File: config.mk
export PLATFORM = sky130hd
export DESIGN_NAME = tag_alarm_top
export DESIGN_NICKNAME = d
export VERILOG_FILES = /design/src/design/tag_pkg.sv /design/src/design/tag_alarm_chan.sv /design/src/design/tag_alarm_top.sv /design/src/design/tag_pulse_gen.sv
export VERILOG_INCLUDE_DIRS = /design/src /design/src/design
export SDC_FILE = /design/constraint.sdc
export NUM_CORES = 2
export LEC_CHECK = 0
export BUFFER_PORTS_ARGS = -buffer_cell sky130_fd_sc_hd__buf_2
export CAP_MARGIN = 20
export CORE_MARGIN = 4
export CORE_UTILIZATION = 58
export DETAILED_ROUTE_END_ITERATION = 10
export HOLD_SLACK_MARGIN = 0.08
export PLACE_DENSITY_LB_ADDON = 0.15
export SLEW_MARGIN = 40
export SYNTH_ARGS = -nofsm -noshare
export SYNTH_HDL_FRONTEND = slang
export SYNTH_SLANG_ARGS = --single-unit
File: constraint.sdc
create_clock -name pclk -period 7.5 [get_ports pclk]
set_input_delay 1.5 -clock pclk [delete_from_list [all_inputs] [get_ports pclk]]
set_output_delay 1.5 -clock pclk [all_outputs]
set_load 0.005 [all_outputs]
File: src/design/tag_params.svh
`ifndef TAG_PARAMS_SVH
`define TAG_PARAMS_SVH

// apb byte offsets
`define TAG_ADDR_W        12
`define TAG_OFF_SRC       12'h000
`define TAG_OFF_CMD       12'h004
`define TAG_OFF_STAT      12'h008
// channel blocks: 0x040 + 0x010 * channel, word index in bits 3:2
`define TAG_CH_REGION     6'h01
`define TAG_CH_REG_HI     11
`define TAG_CH_REG_LO     6
`define TAG_CH_IDX_HI     5
`define TAG_CH_IDX_LO     4
`define TAG_CH_WRD_HI     3
`define TAG_CH_WRD_LO     2
`define TAG_WRD_CFG       2'h0
`define TAG_WRD_TRIG      2'h1
`define TAG_WRD_PULSE     2'h2

// command word fields
`define TAG_CMD_ARM_LSB   0
`define TAG_CMD_HALT_LSB  4
// status word fields
`define TAG_STAT_RUN_LSB  0
`define TAG_STAT_ALM_LSB  4
`define TAG_STAT_GPIO_LSB 8
// channel config word fields
`define TAG_CFG_REP_BIT   0
`define TAG_CFG_MODE_LSB  1
`define TAG_CFG_PEND_BIT  3

// trigger mode codes
`define TAG_MODE_ABS      2'h0
`define TAG_MODE_REL      2'h1
`define TAG_MODE_COMB     2'h2

// source select codes
`define TAG_SRC_TIMER1    1'b0
`define TAG_SRC_TIMER2    1'b1

// reset values
`define TAG_RST_WORD      32'h0000_0000

`endif

File: src/design/tag_pkg.sv
package tag_pkg;

	// per-channel configuration carried from the register file to a channel
	typedef struct packed {
		logic       pend;
		logic [1:0] mode;
		logic       repeat_en;
	} tag_chan_cfg_t;

	// per-channel one-cycle commands
	typedef struct packed {
		logic arm;
		logic halt;
	} tag_chan_cmd_t;

endpackage

File: src/design/tag_alarm_chan.sv
`timescale 1ns/1ps
`include "tag_params.svh"

module tag_alarm_chan #(
	parameter int CNT_W   = 32,
	parameter int PULSE_W = 16
) (
	// clock and reset
	input  wire logic                  pclk,
	input  wire logic                  presetn,
	input  wire logic                  pce,
	// selected timer count
	input  wire logic [CNT_W-1:0]      count,
	// commands and stored settings
	input  wire tag_pkg::tag_chan_cmd_t cmd,
	input  wire tag_pkg::tag_chan_cfg_t cfg,
	input  wire logic [CNT_W-1:0]      trig_stored,
	input  wire logic [PULSE_W-1:0]    pulse_stored,
	// state and events
	output logic                       run_r,
	output logic                       alarm_r,
	output logic                       fire,
	output logic [PULSE_W-1:0]         fire_len,
	output logic                       upd_done
);

	logic [CNT_W-1:0]   act_trig_r;
	logic [PULSE_W-1:0] act_pulse_r;
	logic [CNT_W-1:0]   ref_r;
	logic               first_r;
	logic               cond_q_r;
	logic [CNT_W-1:0]   delta;
	logic               cond;

	// match condition per mode; reserved code never triggers
	always_comb begin
		delta = CNT_W'(count - ref_r);
		unique case (cfg.mode)
			`TAG_MODE_ABS:  cond = (count == act_trig_r);
			`TAG_MODE_REL:  cond = (delta == act_trig_r);
			`TAG_MODE_COMB: cond = first_r ? (count == act_trig_r)
			                               : (delta == act_trig_r);
			default:        cond = 1'b0;
		endcase
	end

	// only the first cycle of a match fires, so a slow timer that holds a count
	// does not raise a burst of alarms
	assign fire     = run_r & cond & ~cond_q_r & ~cmd.arm & ~cmd.halt;
	assign upd_done = fire & cfg.pend;
	assign fire_len = upd_done ? pulse_stored : act_pulse_r;

	// running flag: halt wins over arm, single mode stops after one trigger
	always_ff @(posedge pclk or negedge presetn) begin
		if (!presetn) begin
			run_r <= 1'b0;
		end else if (pce) begin
			if (cmd.halt) begin
				run_r <= 1'b0;
			end else if (cmd.arm) begin
				run_r <= 1'b1;
			end else if (fire && !cfg.repeat_en) begin
				run_r <= 1'b0;
			end
		end
	end

	// active settings change only at arm or at a trigger with an update pending
	always_ff @(posedge pclk or negedge presetn) begin
		if (!presetn) begin
			act_trig_r  <= '0;
			act_pulse_r <= '0;
		end else if (pce && !cmd.halt && (cmd.arm || upd_done)) begin
			act_trig_r  <= trig_stored;
			act_pulse_r <= pulse_stored;
		end
	end

	// reference count: taken at arm, then at every trigger for the next increment
	always_ff @(posedge pclk or negedge presetn) begin
		if (!presetn) begin
			ref_r   <= '0;
			first_r <= 1'b1;
		end else if (pce) begin
			if (cmd.arm) begin
				ref_r   <= count;
				first_r <= 1'b1;
			end else if (fire) begin
				ref_r   <= count;
				first_r <= 1'b0;
			end
		end
	end

	// alarm output is a one-cycle pulse per trigger
	always_ff @(posedge pclk or negedge presetn) begin
		if (!presetn) begin
			cond_q_r <= 1'b0;
			alarm_r  <= 1'b0;
		end else if (pce) begin
			cond_q_r <= run_r & cond;
			alarm_r  <= fire;
		end
	end
endmodule

File: src/design/tag_alarm_top.sv
`timescale 1ns/1ps
`include "tag_params.svh"

module tag_alarm_top #(
	parameter int NCH     = 4,
	parameter int CNT_W   = 32,
	parameter int PULSE_W = 16
) (
	// clock, reset, enable
	input  wire logic                    pclk,
	input  wire logic                    presetn,
	input  wire logic                    pce,
	// apb slave
	input  wire logic                    psel,
	input  wire logic                    penable,
	input  wire logic                    pwrite,
	input  wire logic [`TAG_ADDR_W-1:0]  paddr,
	input  wire logic [31:0]             pwdata,
	output logic [31:0]                  prdata,
	output logic                         pready,
	output logic                         pslverr,
	// timer counts, same clock domain
	input  wire logic [CNT_W-1:0]        timer1_count,
	input  wire logic [CNT_W-1:0]        timer2_count,
	// alarm outputs
	output logic [NCH-1:0]               alarm,
	output logic [NCH-1:0]               irq_event,
	output logic [NCH-1:0]               gpio_pulse
);

	logic                         count_source_select_r;
	tag_pkg::tag_chan_cfg_t       cfg_r   [NCH];
	logic [CNT_W-1:0]             trig_r  [NCH];
	logic [PULSE_W-1:0]           pulse_r [NCH];
	logic [31:0]                  prdata_r;
	logic                         pready_r;
	logic                         pslverr_r;
	logic [NCH-1:0]               alarm_d_r;
	logic [NCH-1:0]               irq_r;
	logic [NCH-1:0]               run;
	logic [NCH-1:0]               alm;
	logic [NCH-1:0]               fire;
	logic [NCH-1:0]               upd_done;
	logic [NCH-1:0]               gpio;
	logic [PULSE_W-1:0]           fire_len [NCH];
	tag_pkg::tag_chan_cmd_t       cmd      [NCH];
	logic [CNT_W-1:0]             sel_count;
	logic                         setup;
	logic                         wr;
	logic                         is_src;
	logic                         is_cmd;
	logic                         is_stat;
	logic                         is_ch;
	logic [1:0]                   ch_idx;
	logic [1:0]                   ch_wrd;
	logic [31:0]                  rdata;

	// apb phase decode; the access completes in its first cycle when pce is high in its setup cycle
	assign setup   = psel & ~penable;
	assign wr      = psel & penable & pready_r & pwrite;
	assign ch_idx  = paddr[`TAG_CH_IDX_HI:`TAG_CH_IDX_LO];
	assign ch_wrd  = paddr[`TAG_CH_WRD_HI:`TAG_CH_WRD_LO];
	assign is_src  = (paddr == `TAG_OFF_SRC);
	assign is_cmd  = (paddr == `TAG_OFF_CMD);
	assign is_stat = (paddr == `TAG_OFF_STAT);
	assign is_ch   = (paddr[`TAG_CH_REG_HI:`TAG_CH_REG_LO] == `TAG_CH_REGION)
	               && (ch_wrd != 2'h3) && (int'(ch_idx) < NCH) && (paddr[1:0] == 2'h0);

	// one source feeds every channel
	assign sel_count = (count_source_select_r == `TAG_SRC_TIMER2) ? timer2_count : timer1_count;

	// read mux; reserved bits read zero
	always_comb begin
		rdata = `TAG_RST_WORD;
		if (is_src) begin
			rdata[0] = count_source_select_r;
		end else if (is_stat) begin
			rdata[`TAG_STAT_RUN_LSB +: NCH]  = run;
			rdata[`TAG_STAT_ALM_LSB +: NCH]  = alm;
			rdata[`TAG_STAT_GPIO_LSB +: NCH] = gpio;
		end else if (is_ch) begin
			unique case (ch_wrd)
				`TAG_WRD_CFG: begin
					rdata[`TAG_CFG_REP_BIT]        = cfg_r[ch_idx].repeat_en;
					rdata[`TAG_CFG_MODE_LSB +: 2]  = cfg_r[ch_idx].mode;
					rdata[`TAG_CFG_PEND_BIT]       = cfg_r[ch_idx].pend;
				end
				`TAG_WRD_TRIG:  rdata[CNT_W-1:0]   = trig_r[ch_idx];
				`TAG_WRD_PULSE: rdata[PULSE_W-1:0] = pulse_r[ch_idx];
				default:        rdata              = `TAG_RST_WORD;
			endcase
		end
	end

	// apb answer: ready, error and read data all launched from the setup cycle
	always_ff @(posedge pclk or negedge presetn) begin
		if (!presetn) begin
			pready_r  <= 1'b0;
			pslverr_r <= 1'b0;
			prdata_r  <= `TAG_RST_WORD;
		end else if (pce) begin
			pready_r  <= setup;
			pslverr_r <= setup & ~(is_src | is_cmd | is_stat | is_ch);
			prdata_r  <= (setup & ~pwrite) ? rdata : `TAG_RST_WORD;
		end
	end

	// source select; software keeps it steady while any channel runs
	always_ff @(posedge pclk or negedge presetn) begin
		if (!presetn) begin
			count_source_select_r <= `TAG_SRC_TIMER1;
		end else if (pce && wr && is_src) begin
			count_source_select_r <= pwdata[0];
		end
	end

	// per channel: stored settings, command decode, channel and pin pulse
	generate
		for (genvar i = 0; i < NCH; i++) begin : g_ch
			logic wr_ch;
			assign wr_ch = wr && is_ch && (ch_idx == 2'(i));
			assign cmd[i].arm  = wr && is_cmd && pwdata[`TAG_CMD_ARM_LSB + i];
			assign cmd[i].halt = wr && is_cmd && pwdata[`TAG_CMD_HALT_LSB + i];

			// stored values are always writable; the channel decides when to use them
			always_ff @(posedge pclk or negedge presetn) begin
				if (!presetn) begin
					trig_r[i]  <= '0;
					pulse_r[i] <= '0;
				end else if (pce && wr_ch) begin
					if (ch_wrd == `TAG_WRD_TRIG) begin
						trig_r[i] <= pwdata[CNT_W-1:0];
					end
					if (ch_wrd == `TAG_WRD_PULSE) begin
						pulse_r[i] <= pwdata[PULSE_W-1:0];
					end
				end
			end

			// pending update: a software set in the same cycle beats the hardware clear
			always_ff @(posedge pclk or negedge presetn) begin
				if (!presetn) begin
					cfg_r[i] <= '0;
				end else if (pce) begin
					if (wr_ch && ch_wrd == `TAG_WRD_CFG) begin
						cfg_r[i].repeat_en <= pwdata[`TAG_CFG_REP_BIT];
						cfg_r[i].mode      <= pwdata[`TAG_CFG_MODE_LSB +: 2];
						cfg_r[i].pend      <= pwdata[`TAG_CFG_PEND_BIT];
					end else if (upd_done[i]) begin
						cfg_r[i].pend <= 1'b0;
					end
				end
			end

			tag_alarm_chan #(
				.CNT_W   (CNT_W),
				.PULSE_W (PULSE_W)
			) u_chan (
				.pclk         (pclk),
				.presetn      (presetn),
				.pce          (pce),
				.count        (sel_count),
				.cmd          (cmd[i]),
				.cfg          (cfg_r[i]),
				.trig_stored  (trig_r[i]),
				.pulse_stored (pulse_r[i]),
				.run_r        (run[i]),
				.alarm_r      (alm[i]),
				.fire         (fire[i]),
				.fire_len     (fire_len[i]),
				.upd_done     (upd_done[i])
			);

			tag_pulse_gen #(
				.PULSE_W (PULSE_W)
			) u_pulse (
				.pclk    (pclk),
				.presetn (presetn),
				.pce     (pce),
				.start   (fire[i]),
				.len     (fire_len[i]),
				.gpio_r  (gpio[i])
			);
		end
	endgenerate

	// interrupt event on each rising edge of an alarm output
	always_ff @(posedge pclk or negedge presetn) begin
		if (!presetn) begin
			alarm_d_r <= '0;
			irq_r     <= '0;
		end else if (pce) begin
			alarm_d_r <= alm;
			irq_r     <= alm & ~alarm_d_r;
		end
	end

	assign prdata     = prdata_r;
	assign pready     = pready_r;
	assign pslverr    = pslverr_r;
	assign alarm      = alm;
	assign irq_event  = irq_r;
	assign gpio_pulse = gpio;
endmodule

File: src/design/tag_pulse_gen.sv
`timescale 1ns/1ps
`include "tag_params.svh"

module tag_pulse_gen #(
	parameter int PULSE_W = 16
) (
	// clock and reset
	input  wire logic               pclk,
	input  wire logic               presetn,
	input  wire logic               pce,
	// start request
	input  wire logic               start,
	input  wire logic [PULSE_W-1:0] len,
	// pin level
	output logic                    gpio_r
);

	logic [PULSE_W-1:0] left_r;

	// a new trigger restarts the pulse; a zero length gives no pulse at all
	always_ff @(posedge pclk or negedge presetn) begin
		if (!presetn) begin
			left_r <= '0;
			gpio_r <= 1'b0;
		end else if (pce) begin
			if (start) begin
				left_r <= len;
				gpio_r <= (len != '0);
			end else if (left_r != '0) begin
				left_r <= PULSE_W'(left_r - 1'b1);
				gpio_r <= (left_r != PULSE_W'(1));
			end
		end
	end
endmodule

# Yosys cells after proc, flatten, opt, wreduce, memory -nomap -nowiden

Cells that the tools add are included.
W data, S select, Z words.

Add/sub/neg operators: 8
$mul: 0
Divide/modulo/power cells: 0
Order comparisons: 1
Eq/ne operators: 29
Shifts and indexed selects: 0
Muxes and demuxes: 83
Bitwise operators: 47
Reduce and logical (&&, ||, !) cells: 110

Operators with widths:

| operator                | count |
|---|---|
| $mux W32                | 13 |
| $eq A32 B32 Y1          | 8 |
| $mux W16                | 15 |
| $reduce_bool A16 Y1     | 8 |
| $sub A32 B32 Y32        | 4 |
| $bmux W32 S2            | 1 |
| $ne A16 B1 Y1 const B   | 4 |
| $sub A16 B1 Y16 const B | 4 |
| $reduce_and A2 Y1       | 28 |
| $mux W1                 | 41 |
| $logic_and A1 B1 Y1     | 38 |
| $bmux W16 S2            | 1 |
| $mux W31                | 1 |
| $and A1 B1 Y1           | 26 |
| $pmux W12 S2            | 1 |
| $reduce_bool A2 Y1      | 12 |
| $mux W20                | 1 |
| $not A1 Y1              | 15 |
| $eq A2 B2 Y1 const B    | 7 |
| $logic_not A2 Y1        | 7 |
| $eq A12 B3 Y1 const B   | 1 |
| $eq A12 B4 Y1 const B   | 1 |
| $eq A2 B1 Y1 const B    | 6 |
| $logic_not A12 Y1       | 1 |
| other kinds (15)        | 34 |

Flip-flop bits (word level): 655
Latch bits: 0
Bits in writable memories: 0
ROM bits: 0
Output and inout port bits: 46
Word-level logic and storage cells: 340
Memories kept: 0

# Logic depth before layout (Yosys ltp)

Word-level depth: 13
Mapped depth: 20

# Modules after synthesis

From an unflattened synthesis, not the netlist that was laid out.

Cell total of the unflattened synthesis: 4976
Area total of the unflattened synthesis: 46975.1 sq um

By module, submodules not included:

| module                              | times used | cells an instance | area each (sq um) |
|---|---|---|---|
| tag_alarm_chan (g_ch[0].u_chan ...) | 2          | 651               | 6381.1 |
| tag_alarm_top                       | 1          | 773               | 11644.9 |
| tag_alarm_chan (g_ch[2].u_chan)     | 1          | 1148              | 8575.7 |
| tag_alarm_chan (g_ch[3].u_chan)     | 1          | 1149              | 8574.5 |
| tag_pulse_gen (g_ch[0].u_pulse ...) | 3          | 151               | 1357.6 |
| tag_pulse_gen (g_ch[3].u_pulse)     | 1          | 151               | 1345.0 |

# Worst setup path before layout

OpenSTA, ideal clock, no wires.

Path kind: input port to flip-flop
Start: in timer2_count[3]
End: reg g_ch[1].u_chan.ref_r[13]
Setup time: 0.125 ns
Arrival: 5.672 ns
Setup slack: 1.704 ns
Stages: 15
Cells stage by stage: mux2i_1 > inv_1 > ha_1 > a211oi_1 > a21oi_1 > o21a_1 > a2111o_1 > o211a_1 > or4b_2 > nor4_1 > nand4_2 > nand2_1 > a41o_1 > buf_2 > mux2_2

Word-level cells in the longest chain between the ends: 11
Elaborated cells on any way between the ends: 12
Those cells by class: 1 x add/sub; 2 x eq/ne; 3 x mux; 4 x bitwise; 2 x reduce/logical

RTL lines:

| what                           | RTL line                                   | source |
|---|---|---|
| from (decl)                    | tag_alarm_top.sv:24                        | `input wire logic [CNT_W-1:0] timer2_count,` |
| $mux W32 *                     | tag_alarm_top.sv:70                        | `` assign sel_count = (count_source_select_r == `TAG_SRC_TIMER2) ? timer2_count : timer1_count; `` |
| via g_ch[0].u_chan.count[3]    | tag_alarm_chan.sv:13                       | `input wire logic [CNT_W-1:0] count,` |
| $sub A32 B32 Y32               | tag_alarm_chan.sv:37                       | `delta = CNT_W'(count - ref_r);` |
| $eq A32 B32 Y1                 | tag_alarm_chan.sv:40, tag_alarm_chan.sv:42 |  |
| $mux W1                        | tag_alarm_chan.sv:41                       | `` `TAG_MODE_COMB: cond = first_r ? (count == act_trig_r) `` |
| $pmux W1 S3 *                  | tag_alarm_chan.sv:38                       | `unique case (cfg.mode)` |
| $and A1 B1 Y1 * (4 in a row)   | tag_alarm_chan.sv:49                       | `assign fire = run_r & cond & ~cond_q_r & ~cmd.arm & ~cmd.halt;` |
| $reduce_bool A2 Y1 (no line) * | --                                         |  |
| $reduce_and A2 Y1 (no line) *  | --                                         |  |
| to (signal assigned)           | tag_alarm_chan.sv:86                       | `ref_r <= count;` |
| to (signal assigned)           | tag_alarm_chan.sv:89                       | `ref_r <= count;` |
| to (decl)                      | tag_alarm_chan.sv:29                       | `logic [CNT_W-1:0] ref_r;` |

Mark *: on every way through the listed nets, which the timed path passes. The rest lies on a longest branch.
A chain may end at the register's enable or synchronous reset.

# Worst setup path after layout

Start: reg count_source_select_r
End: reg g_ch[1].u_chan.act_trig_r[29]

Word-level cells in the longest chain between the ends: 12
Elaborated cells on any way between the ends: 13
Those cells by class: 1 x add/sub; 2 x eq/ne; 3 x mux; 5 x bitwise; 2 x reduce/logical

RTL lines:

| what                         | RTL line                                   | source |
|---|---|---|
| from (decl)                  | tag_alarm_top.sv:31                        | `logic count_source_select_r;` |
| from (signal assigned)       | tag_alarm_top.sv:111                       | `` count_source_select_r <= `TAG_SRC_TIMER1; `` |
| from (signal assigned)       | tag_alarm_top.sv:113                       | `count_source_select_r <= pwdata[0];` |
| $mux W32 *                   | tag_alarm_top.sv:70                        |  |
| $sub A32 B32 Y32             | tag_alarm_chan.sv:37                       |  |
| $eq A32 B32 Y1               | tag_alarm_chan.sv:40, tag_alarm_chan.sv:42 |  |
| $mux W1                      | tag_alarm_chan.sv:41                       |  |
| $pmux W1 S3 *                | tag_alarm_chan.sv:38                       |  |
| $and A1 B1 Y1 * (4 in a row) | tag_alarm_chan.sv:49                       |  |
| $and A1 B1 Y1 *              | tag_alarm_chan.sv:50                       | `assign upd_done = fire & cfg.pend;` |
| $logic_or A1 B1 Y1 *         | tag_alarm_chan.sv:73                       | `end else if (pce && !cmd.halt && (cmd.arm \|\| upd_done)) begin` |
| $logic_and A1 B1 Y1 *        | tag_alarm_chan.sv:73                       |  |
| to (signal assigned)         | tag_alarm_chan.sv:74                       | `act_trig_r <= trig_stored;` |
| to (decl)                    | tag_alarm_chan.sv:27                       | `logic [CNT_W-1:0] act_trig_r;` |

Mark *: on every way between the ends. The rest lies on a longest branch, timed or not.

==> flow_metrics.py <==
metrics = {
    "synthesis": {
        "synth_top_family_by_area": "multiplexers",
        "yosysSeqAreaShare_pct": 39.7,
        "synth-edff-count": 0,
        "syn_avg_cell_area_sq_um": 10.3,
        "syn_inst": 4009,
        "synth_xor_area_share_pct": 6.15,
        "syn-cell-area_sq_um": 41300,
        "synth_fa_ha_area_share_pct": 5.01,
        "synth_compound_area_share_pct": 14.0,
        "synth-seq-cells": 655,
        "ys_types": 99,
        "synth_warnings": 0,
        "syn_nets": 4286,
        "muxShareOfSynthArea_pct": 18.8,
        "synth_simple_gate_area_share_pct": 12.2,
        "synthFlopType": "dfrtp_1",
        "async_reset_ff_share_pct": 100,
    },
    "die": {
        "placementRows": 97,
        "die_x_um": 275,
        "die_area_sq_um": 75500,
        "coreArea_sq_um": 70300,
        "num_io_pins": 160,
        "initial_core_util_pct": 58.8,
        "die_h_um": 275,
    },
    "clock_network": {
        "tritoncts": "done",
        "ctsResizeCount": 0,
        "cts_buffer_depth": 3,
        "ctsRootBufferMaster": "clkbuf_16",
        "ctsHoldBuffers": 0,
        "path_clk_slew_ns": 0.06,
        "clk_latency_ns": 0.65,
        "numClockSinks": 655,
        "numCtsBuffers": 74,
        "h-tree-depth": 3,
        "cts_setup_buffers": 0,
    },
    "placed_design": {
        "port_buffers": 159,
        "dp_hpwl_mm": 107,
        "dpl_cell_area_sq_um": 43100,
        "gp_congestion": 1.02,
    },
    "global_routing": {
        "grt_util_met1_pct": 51.7,
        "grt.busiest_layer": "met2",
        "antenna_found_initial": 6,
        "grt_max_degree": 136,
        "met3_usage_pct": 7.98,
        "grt_pass1_wl_mm": 211,
        "grt_use_total_pct": 37.3,
        "use_met2_pct": 57.5,
        "gr-total-overflow": 0,
        "grt_pass1_vias": 32700,
    },
    "final_layout": {
        "final_area_sq_um": 45700,
        "area_growth_pct": 10.7,
        "most-common-layout-cells": "dfrtp_1 (646), mux2_2 (461), nand2_1 (249)",
        "layout_commonest_cell": "dfrtp_1",
        "multiInputGateArea_sq_um": 23300,
        "seq_area_sq_um": 16400,
        "fin_nets": 4381,
        "fillers": 5701,
        "layout-drive-gt1-share_pct": 22.2,
    },
    "timing": {
        "period_minus_slack_ns": 6.48,
        "grt_setup_unrepaired": "no",
        "maxSlewHeadroom_pct": 36.9,
        "finalSetupViolations": 0,
        "finalMaxSlewViolations": 0,
        "hold_viol": 0,
        "tightest_slew_ns": 0.936,
        "skew_ns": 0.0495,
        "fin_crit_sh_pct": 86.4,
        "fmax_mhz": 154,
        "finalSetupTns_ns": 0,
    },
    "detailed_routing": {
        "detail-route-antenna-nets": 0,
        "route.detailed.drc": 0,
        "wire_per_inst_um": 27.9,
        "finalWirelength_mm": 143,
        "drt_first_pass_iters": 5,
        "vias": 34000,
        "first_iter_violations": 3586,
        "viasPerCell": 6.66,
    },
    "worst_hold_path": {
        "hold_class": "flip-flop to flip-flop",
        "hold_start": "alarm_d_r[3]$_DFFE_PN0P_",
        "min_path_cells": 1,
        "holdPathEnd": "irq_event[3]$_DFFE_PN0P_",
    },
    "setup_path": {
        "critPathLaunchType": "flip-flop",
        "rr_endpoint": "g_ch[1].u_chan.act_trig_r[29]$_DFFE_PN0P_",
        "reg2reg_depth": 19,
        "arrival_ns": 7.02,
        "critPathCaptureType": "flip-flop",
        "crit_required_ns": 8.04,
        "ff2ff_setup_slack_ns": 1.02,
        "crit_path_max_fanout": 48,
        "worstSetupPathType": "flip-flop to flip-flop",
        "r2r_start": "count_source_select_r$_DFFE_PN0P_",
    },
    "power_and_ir_drop": {
        "leakagePower_uw": 0.0209,
        "vdd.ir_drop.worst_mv": 0.212,
        "power_density_nw_per_um2": 192,
    },
    "run_status": {
        "outcome": "finished, final reports clean",
    },
    "job": {
        "maxCapViolCount": 0,
    },
}
[report_power, final]
group | total, uW | leakage [uW] | internal [uW] | switching, uW
Clock | 3890 | 0.00128 | 2330 | 1560
Sequential | 3730 | 0.00891 | 3620 | 105
Combinational | 1170 | 0.0107 | 401 | 765
Total | 8790 | 0.0209 | 6360 | 2430
[critical path: stages, from the launching register on]
cell,delay [ns]
dfrtp_2,0.80
mux2_2,0.40
clkinv_1,0.41
ha_1,0.41
fa_1,0.41
nand3b_1,0.22
a21oi_1,0.33
o21ai_0,0.32
nor3_1,0.46
nor3_1,0.09
or4b_2,0.67
nor4_1,0.23
buf_4,0.19
nand4_2,0.20
nand2_1,0.18
a41o_2,0.25
buf_4,0.17
and2_2,0.18
buf_12,0.24
a22o_1,0.17
[through the flow]
step           utilization (%)  total power (uW)  setup slack (ns)  instances  hold WS, ns
2_1_floorplan                -              4480              1.70       4009        0.416
3_3_place_gp              61.2              4900             0.687       4965        0.433
3_5_place_dp              61.3              4920             0.630       4967        0.438
4_1_cts                   65.0              8780              1.20       5102        0.444
5_1_grt                   65.1              9080             0.854       5104        0.469
6_report                  65.1              8790              1.02       5104        0.447
[worst max path at each step]
stage / from / to / slack (ns) / cells after the start
after floorplan: timer2_count[3] / g_ch[1].u_chan.ref_r[13]$_DFFE_PN0P_ / 1.70 / 15
after global placement: timer1_count[0] / g_ch[1].u_chan.act_trig_r[29]$_DFFE_PN0P_ / 0.69 / 19
after detailed placement: timer1_count[0] / g_ch[1].u_chan.act_pulse_r[15]$_DFFE_PN0P_ / 0.63 / 19
after CTS: count_source_select_r$_DFFE_PN0P_ / g_ch[1].u_chan.act_trig_r[17]$_DFFE_PN0P_ / 1.20 / 19
after global routing: count_source_select_r$_DFFE_PN0P_ / g_ch[1].u_chan.act_trig_r[29]$_DFFE_PN0P_ / 0.85 / 19
final: count_source_select_r$_DFFE_PN0P_ / g_ch[1].u_chan.act_trig_r[29]$_DFFE_PN0P_ / 1.02 / 19
[cell families (layout without fill, tap and decap cells)]
| logic type | count (synthesis) | in the layout |
|---|---|---|
| other cells | 0 | 1 |
| compound gates | 862 | 862 |
| fa+ha+maj | 163 | 163 |
| xor+xnor | 290 | 290 |
| mux | 647 | 647 |
| flops | 655 | 655 |
| simple gates | 989 | 989 |
| buf+inv | 403 | 557 |
[layer usage]
layer	vias up	part of all wire [%]
met4	8	4.9
li1	15000	-
met1	17000	42
met3	320	8.9
met2	1639	44
met5	-	0.032
[synth_stat cells, types with 31 or more instances]
cell       count  area (sq um)
nand2_1      249           935
nand4_1       90           563
o21ai_0      158           791
a22o_1        53           464
a21oi_1      227          1140
xnor2_1      126          1100
mux2i_1       79           791
a21o_1        48           360
ha_1         159          1990
clkbuf_1     107           402
inv_1        196           736
mux2_2       461          5190
o21a_1        32           240
dfrtp_1      651         16300
o2bb2ai_1     31           272
a211oi_1      35           263
nor2_1       194           728
nor4_1        98           613
mux2_1        52           586
buf_2         52           260
mux4_2        52          1170
xor2_1       164          1440
nor3_1        89           445
nand3_1       74           370
[state kept, by name, indices dropped and copies added (netlist names), 16 cells and up]
name	cells
cfg_r	16
g_ch.u_chan.act_pulse_r	64
g_ch.u_chan.act_trig_r	128
g_ch.u_chan.ref_r	128
g_ch.u_pulse.left_r	64
prdata	32
pulse_r	64
trig_r	128
[cell type report]
type                    instances  share of cell area [%]
clock inverters                27                   0.988
multi-input cells            2951                    51.0
diodes                          1                 0.00547
repair buffers                224                    3.23
clock buffers                 108                    4.73
inverters                     198                    1.63
well taps                     940                    2.57
flip-flops and latches        655                    35.9
Note: power is estimated with default switching activity, not from simulation.
